===== src/logic/fwp_pkg.sv =====
// Shared constants for the flash write protection block.
// Assumes a 10 MHz core clock and an APB master with 32-bit data.
package fwp_pkg;

  // Register byte offsets
  localparam logic [7:0] REG_CMD    = 8'h00;
  localparam logic [7:0] REG_ADDR   = 8'h04;
  localparam logic [7:0] REG_DATA   = 8'h08;
  localparam logic [7:0] REG_DATAHI = 8'h0C;
  localparam logic [7:0] REG_STATUS = 8'h10;
  localparam logic [7:0] REG_SR1    = 8'h14;
  localparam logic [7:0] REG_CR1    = 8'h18;
  localparam logic [7:0] REG_SECT   = 8'h1C;

  // Command codes written to the command register
  localparam logic [7:0] OP_WRITE_ENABLE  = 8'h01;
  localparam logic [7:0] OP_WRITE_DISABLE = 8'h02;
  localparam logic [7:0] OP_RESET         = 8'h03;
  localparam logic [7:0] OP_PAGE_PROGRAM  = 8'h10;
  localparam logic [7:0] OP_PARAM_ERASE   = 8'h11;
  localparam logic [7:0] OP_SECTOR_ERASE  = 8'h12;
  localparam logic [7:0] OP_BULK_ERASE    = 8'h13;
  localparam logic [7:0] OP_WRITE_REGS    = 8'h20;
  localparam logic [7:0] OP_WRITE_ANY     = 8'h21;
  localparam logic [7:0] OP_OTP_PROGRAM   = 8'h30;
  localparam logic [7:0] OP_MODE_PROGRAM  = 8'h40;
  localparam logic [7:0] OP_PBIT_PROGRAM  = 8'h41;
  localparam logic [7:0] OP_PBIT_ERASE    = 8'h42;
  localparam logic [7:0] OP_PASS_PROGRAM  = 8'h43;
  localparam logic [7:0] OP_PASS_UNLOCK   = 8'h44;
  localparam logic [7:0] OP_LOCK_CLEAR    = 8'h45;
  localparam logic [7:0] OP_DBIT_WRITE    = 8'h46;
  localparam logic [7:0] OP_LEARN_PROGRAM = 8'h50;
  localparam logic [7:0] OP_CLEAR_STATUS  = 8'h60;

  // Array and OTP geometry
  localparam int         SECTORS      = 256;
  localparam int         SEC_W        = 8;
  localparam int         OTP_REGIONS  = 32;
  localparam int         OTP_ADDR_W   = 10;
  localparam int         OTP_REG_LSB  = 5;
  localparam logic [9:0] OTP_LOCK_LO  = 10'h010;
  localparam logic [9:0] OTP_LOCK_HI  = 10'h013;

  // Register field positions
  localparam int BP_LSB        = 2;
  localparam int STATUS_WRITE_DISABLE_BIT      = 7;
  localparam int CR1_LSB       = 8;
  localparam int FREEZE_BIT    = 0;
  localparam int BOTTOM_BIT    = 5;
  localparam int MODE_LSB      = 1;

  // Protection mode field values
  localparam logic [1:0] MODE_DEFAULT  = 2'h3;
  localparam logic [1:0] MODE_PERSIST  = 2'h2;
  localparam logic [1:0] MODE_PASSWORD = 2'h1;
  localparam logic [1:0] MODE_ILLEGAL  = 2'h0;

  // Erased states of non-volatile cells
  localparam logic [63:0] PASS_ERASED = 64'hFFFF_FFFF_FFFF_FFFF;
  localparam logic [31:0] OTP_LOCK_ERASED = 32'hFFFF_FFFF;

  function automatic logic fwp_needs_wel(input logic [7:0] op);
    return (op == OP_PAGE_PROGRAM) || (op == OP_PARAM_ERASE) ||
           (op == OP_SECTOR_ERASE) || (op == OP_BULK_ERASE) ||
           (op == OP_WRITE_REGS) || (op == OP_WRITE_ANY) ||
           (op == OP_OTP_PROGRAM) || (op == OP_MODE_PROGRAM) ||
           (op == OP_PBIT_PROGRAM) || (op == OP_PBIT_ERASE) ||
           (op == OP_PASS_PROGRAM) || (op == OP_LEARN_PROGRAM);
  endfunction

endpackage


===== src/logic/fwp_range_decode.sv =====
// Block-protect range decode: is one sector inside the protected range.
// Assumes 256 equal sectors numbered from the bottom of the array.
module fwp_range_decode (
  // Protection setting
  input  wire logic [2:0]             bp_i,
  input  wire logic                   bottom_i,
  // Sector under test
  input  wire logic [fwp_pkg::SEC_W-1:0] sector_i,
  output logic                        hit_o
);

  logic [fwp_pkg::SEC_W:0] count;
  logic [fwp_pkg::SEC_W:0] sec_ext;
  logic [fwp_pkg::SEC_W:0] top_start;

  assign count = (bp_i == 3'h0) ? '0 :
                 (bp_i == 3'h7) ? (fwp_pkg::SEC_W + 1)'(fwp_pkg::SECTORS) :
                 (fwp_pkg::SEC_W + 1)'(1) << (bp_i + 3'h1);
  assign sec_ext   = {1'b0, sector_i};
  assign top_start = (fwp_pkg::SEC_W + 1)'(fwp_pkg::SECTORS) - count;
  assign hit_o = bottom_i ? (sec_ext < count) : (sec_ext >= top_start);

endmodule


===== src/logic/fwp_sync2.sv =====
// Two-stage synchroniser for one level from outside the clock domain.
// Assumes the input may change at any time relative to mclk_i.
module fwp_sync2 #(
  parameter logic INIT = 1'b1
) (
  // Clock and reset
  input  wire logic mclk_i,
  input  wire logic reset_i,
  // Level
  input  wire logic async_i,
  output logic      sync_o
);

  logic meta_r;
  logic sync_r;

  always_ff @(posedge mclk_i) begin
    if (reset_i) begin
      meta_r <= INIT;
      sync_r <= INIT;
    end else begin
      meta_r <= async_i;
      sync_r <= meta_r;
    end
  end

  assign sync_o = sync_r;

endmodule


===== src/logic/fwp_top.sv =====
// Write protection logic of a serial NOR flash, reached over APB.
// Assumes the command decoder posts each command through the registers.
// Operation
// - Modifying commands need write enable latch set
// - Latch clears on reset and command completion
// - Block-protect field picks protected array fraction
// - Config bit five anchors range top/bottom
// - Block or sector protection refuses the write
// - Freeze holds block-protect bits and OTP
// - Low write-protect pin plus disable bit locks
// - Persistent or dynamic bit zero protects sector
// - Lock bit zero refuses persistent bit changes
// - Persistent mode: lock set at reset
// - Persistent mode: command clears lock only
// - Password mode: lock cleared at reset
// - Exact password match sets the lock
// - Password mode: command clears lock again
// - Mode register programmable only once
// - Each lock bit guards one OTP region
// - Lowest lock bit guards lock bytes too
// - Frozen OTP program fails, out-of-range ignored
// - Dynamic bit written either way freely
// - Mode field encodings; both zero fails
//
// Chosen here: the placing of the registers and register access over APB.
module fwp_top #(
  parameter logic DYN_RESET = 1'b1
) (
  // Clock and reset
  input  wire logic        mclk_i,
  input  wire logic        reset_i,
  // Pins
  input  wire logic        hw_reset_n_i,
  input  wire logic        write_protect_n_i,
  // APB slave
  input  wire logic        psel_i,
  input  wire logic        penable_i,
  input  wire logic        pwrite_i,
  input  wire logic [7:0]  paddr_i,
  input  wire logic [31:0] pwdata_i,
  output logic [31:0]      prdata_o,
  output logic             pready_o,
  output logic             pslverr_o,
  // Verdict towards the array sequencer
  output logic             op_grant_o,
  output logic             op_refuse_o,
  output logic [7:0]       op_code_o,
  output logic [31:0]      op_addr_o
);

  logic                    wp_n_s;
  logic                    hw_rst_n_s;
  logic [31:0]             addr_r;
  logic [31:0]             data_r;
  logic [31:0]             datahi_r;
  logic                    wel_r;
  logic                    perr_r;
  logic                    lock_r;
  logic                    freeze_r;
  logic [2:0]              bp_r;
  logic                    status_write_disable_r;
  logic                    bottom_r;
  logic [1:0]              mode_r;
  logic [63:0]             pass_r;
  logic [31:0]             otp_lock_r;
  logic [fwp_pkg::SECTORS-1:0] pbit_r;
  logic [fwp_pkg::SECTORS-1:0] dbit_r;
  logic                    grant_r;
  logic                    refuse_r;
  logic [7:0]              code_r;
  logic [31:0]             oaddr_r;
  logic [31:0]             prdata_r;
  logic                    slverr_r;

  fwp_sync2 #(.INIT(1'b1)) u_wp_sync (
    .mclk_i  (mclk_i),
    .reset_i (reset_i),
    .async_i (write_protect_n_i),
    .sync_o  (wp_n_s)
  );

  fwp_sync2 #(.INIT(1'b1)) u_rst_sync (
    .mclk_i  (mclk_i),
    .reset_i (reset_i),
    .async_i (hw_reset_n_i),
    .sync_o  (hw_rst_n_s)
  );

  // Bus decode
  wire        apb_setup = psel_i & ~penable_i;
  wire        apb_wr    = psel_i & penable_i & pwrite_i;
  wire        addr_ok   = (paddr_i[1:0] == 2'h0) && (paddr_i <= fwp_pkg::REG_SECT);
  wire        cmd_wr    = apb_wr & addr_ok & (paddr_i == fwp_pkg::REG_CMD);
  wire [7:0]  opc       = pwdata_i[7:0];
  wire        hw_rst    = ~hw_rst_n_s;

  // Protection evaluation
  wire [fwp_pkg::SEC_W-1:0] sec = addr_r[fwp_pkg::SEC_W-1:0];
  logic bp_hit;

  fwp_range_decode u_range (
    .bp_i     (bp_r),
    .bottom_i (bottom_r),
    .sector_i (sec),
    .hit_o    (bp_hit)
  );

  wire sec_asp_prot = ~pbit_r[sec] | ~dbit_r[sec];
  wire sec_prot     = bp_hit | sec_asp_prot;
  wire any_prot     = (bp_r != 3'h0) | ~(&pbit_r) | ~(&dbit_r);
  // pin low and disable bit set
  wire reg_locked   = ~wp_n_s & status_write_disable_r;
  wire mode_set     = (mode_r != fwp_pkg::MODE_DEFAULT);
  wire is_password  = (mode_r == fwp_pkg::MODE_PASSWORD);

  wire [fwp_pkg::OTP_ADDR_W-1:0] otp_addr = addr_r[fwp_pkg::OTP_ADDR_W-1:0];
  wire [4:0] otp_region = otp_addr[fwp_pkg::OTP_ADDR_W-1:fwp_pkg::OTP_REG_LSB];
  wire       otp_valid  = (addr_r[31:fwp_pkg::OTP_ADDR_W] == '0);
  wire       otp_locked = ~otp_lock_r[otp_region];
  wire       otp_is_lock = (otp_addr >= fwp_pkg::OTP_LOCK_LO) &&
                           (otp_addr <= fwp_pkg::OTP_LOCK_HI);
  wire [7:0] wr_sr1     = data_r[7:0];
  wire [7:0] wr_cr1     = data_r[fwp_pkg::CR1_LSB +: 8];
  wire [1:0] new_mode   = data_r[fwp_pkg::MODE_LSB +: 2];
  wire       pass_match = ({datahi_r, data_r} == pass_r);

  wire need_wel = fwp_pkg::fwp_needs_wel(opc);
  wire wel_miss = need_wel & ~wel_r;

  logic cmd_fail;
  logic cmd_ignore;

  always_comb begin
    cmd_fail   = 1'b0;
    cmd_ignore = 1'b0;
    unique case (opc)
      fwp_pkg::OP_PAGE_PROGRAM,
      fwp_pkg::OP_PARAM_ERASE,
      fwp_pkg::OP_SECTOR_ERASE: begin
        cmd_fail = sec_prot;
      end
      fwp_pkg::OP_BULK_ERASE: begin
        cmd_fail = any_prot;
      end
      fwp_pkg::OP_WRITE_REGS,
      fwp_pkg::OP_WRITE_ANY: begin
        cmd_fail = reg_locked |
                   (mode_set & (wr_cr1[fwp_pkg::BOTTOM_BIT] != bottom_r));
      end
      fwp_pkg::OP_OTP_PROGRAM: begin
        cmd_ignore = ~otp_valid;
        cmd_fail   = otp_valid & (freeze_r | otp_locked);
      end
      fwp_pkg::OP_MODE_PROGRAM: begin
        cmd_fail = mode_set | (new_mode == fwp_pkg::MODE_ILLEGAL);
      end
      fwp_pkg::OP_PBIT_PROGRAM,
      fwp_pkg::OP_PBIT_ERASE: begin
        cmd_fail = ~lock_r;
      end
      fwp_pkg::OP_PASS_PROGRAM,
      fwp_pkg::OP_LEARN_PROGRAM: begin
        cmd_fail = mode_set;
      end
      fwp_pkg::OP_PASS_UNLOCK: begin
        cmd_fail = ~is_password | ~pass_match;
      end
      default: begin
        cmd_fail   = 1'b0;
        cmd_ignore = 1'b0;
      end
    endcase
  end

  wire cmd_ok   = cmd_wr & ~wel_miss & ~cmd_fail & ~cmd_ignore;
  wire cmd_bad  = cmd_wr & ~wel_miss & cmd_fail;
  wire cmd_done = cmd_wr & (need_wel | (opc == fwp_pkg::OP_WRITE_DISABLE) |
                            (opc == fwp_pkg::OP_RESET));
  wire do_op    = cmd_ok & (opc == fwp_pkg::OP_OTP_PROGRAM ? 1'b1 : 1'b1);

  // Settings registers and latch
  always_ff @(posedge mclk_i) begin
    if (reset_i) begin
      wel_r    <= 1'b0;
      perr_r   <= 1'b0;
      freeze_r <= 1'b0;
      bp_r     <= 3'h0;
      status_write_disable_r   <= 1'b0;
      bottom_r <= 1'b0;
      mode_r   <= fwp_pkg::MODE_DEFAULT;
      pass_r   <= fwp_pkg::PASS_ERASED;
      otp_lock_r <= fwp_pkg::OTP_LOCK_ERASED;
    end else if (hw_rst) begin
      wel_r  <= 1'b0;
      perr_r <= 1'b0;
    end else begin
      if (cmd_wr && opc == fwp_pkg::OP_WRITE_ENABLE) begin
        wel_r <= 1'b1;
      end else if (cmd_done) begin
        wel_r <= 1'b0;
      end
      if (cmd_bad) begin
        perr_r <= 1'b1;
      end else if (cmd_wr && opc == fwp_pkg::OP_CLEAR_STATUS) begin
        perr_r <= 1'b0;
      end
      if (cmd_ok && (opc == fwp_pkg::OP_WRITE_REGS || opc == fwp_pkg::OP_WRITE_ANY)) begin
        if (!freeze_r) begin
          bp_r     <= wr_sr1[fwp_pkg::BP_LSB +: 3];
          bottom_r <= wr_cr1[fwp_pkg::BOTTOM_BIT];
        end
        status_write_disable_r   <= wr_sr1[fwp_pkg::STATUS_WRITE_DISABLE_BIT];
        freeze_r <= freeze_r | wr_cr1[fwp_pkg::FREEZE_BIT];
      end
      if (cmd_ok && opc == fwp_pkg::OP_MODE_PROGRAM) begin
        mode_r <= new_mode;
      end
      if (cmd_ok && opc == fwp_pkg::OP_PASS_PROGRAM) begin
        pass_r <= pass_r & {datahi_r, data_r};
      end
      if (cmd_ok && opc == fwp_pkg::OP_OTP_PROGRAM && otp_is_lock) begin
        otp_lock_r[otp_addr[1:0]*8 +: 8] <= otp_lock_r[otp_addr[1:0]*8 +: 8] & data_r[7:0];
      end
    end
  end

  // Sector bits and lock bit
  always_ff @(posedge mclk_i) begin
    if (reset_i) begin
      pbit_r <= '1;
      dbit_r <= {fwp_pkg::SECTORS{DYN_RESET}};
      lock_r <= 1'b1;
    end else if (hw_rst) begin
      dbit_r <= {fwp_pkg::SECTORS{DYN_RESET}};
      lock_r <= ~is_password;
    end else begin
      if (cmd_ok && opc == fwp_pkg::OP_PBIT_PROGRAM) begin
        pbit_r[sec] <= 1'b0;
      end else if (cmd_ok && opc == fwp_pkg::OP_PBIT_ERASE) begin
        pbit_r <= '1;
      end
      if (cmd_wr && opc == fwp_pkg::OP_DBIT_WRITE) begin
        dbit_r[sec] <= data_r[0];
      end
      if (cmd_wr && opc == fwp_pkg::OP_LOCK_CLEAR) begin
        lock_r <= 1'b0;
      end else if (cmd_ok && opc == fwp_pkg::OP_PASS_UNLOCK) begin
        lock_r <= 1'b1;
      end
    end
  end

  // Operand registers and verdict
  always_ff @(posedge mclk_i) begin
    if (reset_i) begin
      addr_r   <= '0;
      data_r   <= '0;
      datahi_r <= '0;
      grant_r  <= 1'b0;
      refuse_r <= 1'b0;
      code_r   <= '0;
      oaddr_r  <= '0;
    end else begin
      if (apb_wr && paddr_i == fwp_pkg::REG_ADDR) begin
        addr_r <= pwdata_i;
      end
      if (apb_wr && paddr_i == fwp_pkg::REG_DATA) begin
        data_r <= pwdata_i;
      end
      if (apb_wr && paddr_i == fwp_pkg::REG_DATAHI) begin
        datahi_r <= pwdata_i;
      end
      grant_r  <= do_op & need_wel;
      refuse_r <= cmd_wr & need_wel & ~do_op;
      if (cmd_wr && need_wel) begin
        code_r  <= opc;
        oaddr_r <= addr_r;
      end
    end
  end

  // Read mux
  logic [31:0] rd_mux;

  always_comb begin
    rd_mux = '0;
    unique case (paddr_i)
      fwp_pkg::REG_ADDR:   rd_mux = addr_r;
      fwp_pkg::REG_DATA:   rd_mux = data_r;
      fwp_pkg::REG_DATAHI: rd_mux = datahi_r;
      fwp_pkg::REG_STATUS: rd_mux = {24'h0, refuse_r, grant_r, mode_r,
                                     freeze_r, lock_r, perr_r, wel_r};
      fwp_pkg::REG_SR1:    rd_mux = {24'h0, status_write_disable_r, 2'h0, bp_r, 2'h0};
      fwp_pkg::REG_CR1:    rd_mux = {26'h0, bottom_r, 4'h0, freeze_r};
      fwp_pkg::REG_SECT:   rd_mux = {28'h0, sec_prot, bp_hit, dbit_r[sec], pbit_r[sec]};
      default:             rd_mux = '0;
    endcase
  end

  always_ff @(posedge mclk_i) begin
    if (reset_i) begin
      prdata_r <= '0;
      slverr_r <= 1'b0;
    end else if (apb_setup) begin
      prdata_r <= addr_ok ? rd_mux : 32'h0000_0000;
      slverr_r <= ~addr_ok;
    end
  end

  assign prdata_o    = prdata_r;
  assign pready_o    = 1'b1;
  assign pslverr_o   = slverr_r & psel_i & penable_i;
  assign op_grant_o  = grant_r;
  assign op_refuse_o = refuse_r;
  assign op_code_o   = code_r;
  assign op_addr_o   = oaddr_r;

endmodule


===== config.mk =====
export PLATFORM = sky130hd
export DESIGN_NAME = fwp_top
export DESIGN_NICKNAME = d
export VERILOG_FILES = /design/src/logic/fwp_pkg.sv /design/src/logic/fwp_range_decode.sv /design/src/logic/fwp_sync2.sv /design/src/logic/fwp_top.sv
export SDC_FILE = /design/constraint.sdc
export NUM_CORES = 2
export LEC_CHECK = 0
export ABC_AREA = 1
export BUFFER_PORTS_ARGS = -buffer_cell sky130_fd_sc_hd__buf_4
export CAP_MARGIN = 20
export CORE_MARGIN = 2
export CORE_UTILIZATION = 41
export DETAILED_ROUTE_END_ITERATION = 7
export SLEW_MARGIN = 15
export SYNTH_ARGS = -nofsm -noshare
export SYNTH_HDL_FRONTEND = slang
export SYNTH_HIERARCHICAL = 1
export SYNTH_SLANG_ARGS = --single-unit

===== constraint.sdc =====
create_clock -name mclk_i -period 3.7 [get_ports mclk_i]
set_clock_uncertainty 0.2 [all_clocks]
set_input_delay 0 -clock mclk_i [delete_from_list [all_inputs] [get_ports mclk_i]]
set_output_delay 0 -clock mclk_i [all_outputs]
set_load 0.01 [all_outputs]

==> results.cfg <==
[outcome]
status = complete, but fails checks
violations = negative setup slack

[setup_path]
cp_slowest_cell = ha_1
max_stage_delay_ns = 0.34
cp.required_ns = 4.06
endpoint_kind = flip-flop
cp-startpoint = bp_r[0]$_SDFFE_PP0P_
cp_common_cell = nand2_1
start_kind = flip-flop
critPathKind = reg2reg
rr_worst_depth = 33
reg2reg_from = bp_r[0]$_SDFFE_PP0P_
crit_arrival_ns = 4.35
reg2reg_to = pbit_r[35]$_SDFFE_PP1P_
cp_max_fo = 8
endpoint = pbit_r[35]$_SDFFE_PP1P_
r2r_setup_slack_ns = -0.30

[hold_path]
hp-class = in2reg

[timing]
hold_viol_final = 0
worst_pin_slew_ns = 0.8560
finalSetupViolations = 349
whs_ns = 0.02224
fin_ws_ns = -0.2954
fin_crit_ns = 3.995
rsz0062_at_grt = yes
max_slew_margin_pct = 42.80
min_period_over_period_pct = 108.0
slew_violations = 0
fmax_mhz = 250.3

[floorplanning]
die-area_um2 = 106000
num_rows = 117
die_x_um = 325.6
io_pins = 123
core_area_um2 = 102200
die_y_um = 325.6
start_util_pct = 41.50

[finish]
stdcell_area_um2 = 51650
layout-drive-gt1-share_pct = 11.20
mostFrequentLayoutCells = 2031 x nand2_1, 789 x dfxtp_1, 534 x o21ai_0
layout.cells.non_filler = 7974
fillers = 10149
syn2layout_area_growth_pct = 21.80
final_net_count = 6673
final_core_util_pct = 50.55
layout_commonest_cell = nand2_1
diodes = 0

[global_route]
grt_pass1_wl_mm = 251.5
grt_antenna_before_repair = 1
grt-ovfl-total = 0
grt_max_degree = 139
grt_pass1_vias = 41940
track_usage_pct = 29.57

[yosys]
synthMuxAreaShare_pct = 0
synth_xor_area_share_pct = 0.06196
synth_area_per_cell_um2 = 6.624
ys.flop_type = dfxtp_1
ys_types = 47
synth_top_area_share_pct = 37.48
syn_inst = 6402
ys_ff_latch = 794
syn_area_um2 = 42410
ys_async_sr_fraction_pct = 0
synth_top_family_by_area = simple AND/OR/NAND/NOR gates
synth_compound_area_share_pct = 15.39
synth_edf_count = 0
synth_fa_ha_area_share_pct = 2.596
seq_area_frac_synth_pct = 37.48
ys_warn_count = 6
synth_fp_nets = 6537
synthSimpleGateAreaFrac_pct = 35.98
yosysTopAreaCell = dfxtp_1
yosys-top-cells-area = dfxtp_1 37%, nand2_1 18%, o21ai_0 6.3%

[clock_network]
clock_sinks = 794
cts_made_buffers = 92
worstSkewPairLatency_ns = 0.69
cts_root_buf = clkbuf_16
clockBufferDepth = 3
cts_tree = yes
cts_htree_levels = 3
path_clk_slew_ns = 0.06

[placement]
gp_congestion = 0.9201
hpwlAfterDp_mm = 102.8
dp.cells = 7677
dp_worst_setup_slack_ns = -0.3817
portBuffers = 121
placed_area_um2 = 46320

[route]
first_pass_iters = 7
wire_per_inst_um = 20.63
ant_nets = 0
viasPerCell = 5.784
vias = 46118
routed_wl_mm = 164.5
drt_iter0_markers = 5625
drc = 0

[pwr]
p_per_area_nw_per_um2 = 363.3
irDropWorstVdd_v = 0.0003507
p_leak_uw = 0.02488

[run]
maxCapViolCount = 0
[critical path: cells and delay by family, from the launching register on]
family	cells	cell delay (ns)
simple gates	19	1.33
fa+ha+maj	3	0.71
compound gates	1	0.17
flops	1	0.33
buf+inv	9	0.99
xor+xnor	1	0.14
[registers in the layout (all words and copies together), names as in the netlist, 2 cells and up]
register	flops
pbit_r	256
dbit_r	256
prdata_o	32
data_r	32
op_addr_o	32
pass_r	64
datahi_r	32
addr_r	32
bp_r	3
op_code_o	8
otp_lock_r	32
mode_r	2
[final cells by class]
cell class                      count  area (um2)  area share (%)
Sequential cell                   794       15910           30.79
Multi-Input combinational cell   4713       23400           45.31
Clock buffer                      123        2599           5.031
Clock inverter                     39       584.3           1.131
Timing Repair Buffer              557        6000           11.61
Inverter                          380        1449           2.805
Tap cell                         1368        1712           3.314
[cells by family (layout without fill, tap and decap cells)]
kind of cell	after synthesis	after routing
buffers and inverters	896	1099
other	1	1
AND/OR/NAND/NOR	3547	3548
XOR/XNOR	3	3
AO/OA/AOI/OAI	1073	1073
flip-flops	794	794
adder cells (fa/ha/maj)	88	88
[worst min-delay path by stage]
stage / from / cells past startpoint / to
after global placement: write_protect_n_i / 3 / u_wp_sync/meta_r$_SDFF_PP1_
after floorplan: hw_reset_n_i / 2 / u_rst_sync/meta_r$_SDFF_PP1_
after CTS: pwdata_i[24] / 4 / addr_r[24]$_SDFFE_PP0P_
final: pwdata_i[29] / 4 / data_r[29]$_SDFFE_PP0P_
after global routing: pwdata_i[24] / 4 / addr_r[24]$_SDFFE_PP0P_
after detailed placement: write_protect_n_i / 3 / u_wp_sync/meta_r$_SDFF_PP1_
[stage by stage]
stage	total power, uW	TNS (ns)
4_1_cts	18840	-56.49
6_report	18770	-75.70
2_1_floorplan	8920	0
5_1_grt	19230	-217.51
3_3_place_gp	9096	-102.93
3_5_place_dp	9096	-108.49
[where the power goes]
group          internal (uW)  total [uW]  switching, uW
Sequential              8550        8550           3.33
Clock                   5780        9760           3980
Combinational            156         452            296
[cells in the mapped netlist (5+ instances only)]
library cell,number
nand2_1,2074
dfxtp_1,794
o21ai_0,534
nand3_1,510
nor2_1,450
nand4_1,402
inv_1,374
clkbuf_1,350
o311ai_0,256
a21oi_1,167
buf_2,144
ha_1,88
nor4_1,67
o21ai_1,57
o221ai_1,25
nor3_1,19
buf_4,15
nor2_2,8
buf_1,7
o211ai_1,7
a221oi_1,5
o2111ai_1,5
o22ai_1,5
[timing repair]
item / CTS / global route
hold endpoints to repair: 310 / 0
hold buffers: 94 / 0
setup endpoints to repair: 362 / 597
buffers inserted: 19 / 5
cloned: 12 / 9
gates resized for setup: 39 / 88
pin swaps: 5 / 24
[per-layer routing]
metal | vias up | GRT usage (%) | share of wire (%)
li1 | 22165 | - | -
met2 | 2080 | 45.43 | 44
met5 | - | 0 | 0.0085
met4 | 2 | 10.48 | 3.5
met3 | 350 | 4.719 | 8.9
met1 | 21521 | 41.83 | 44
Power figures use the tool's default switching activity.
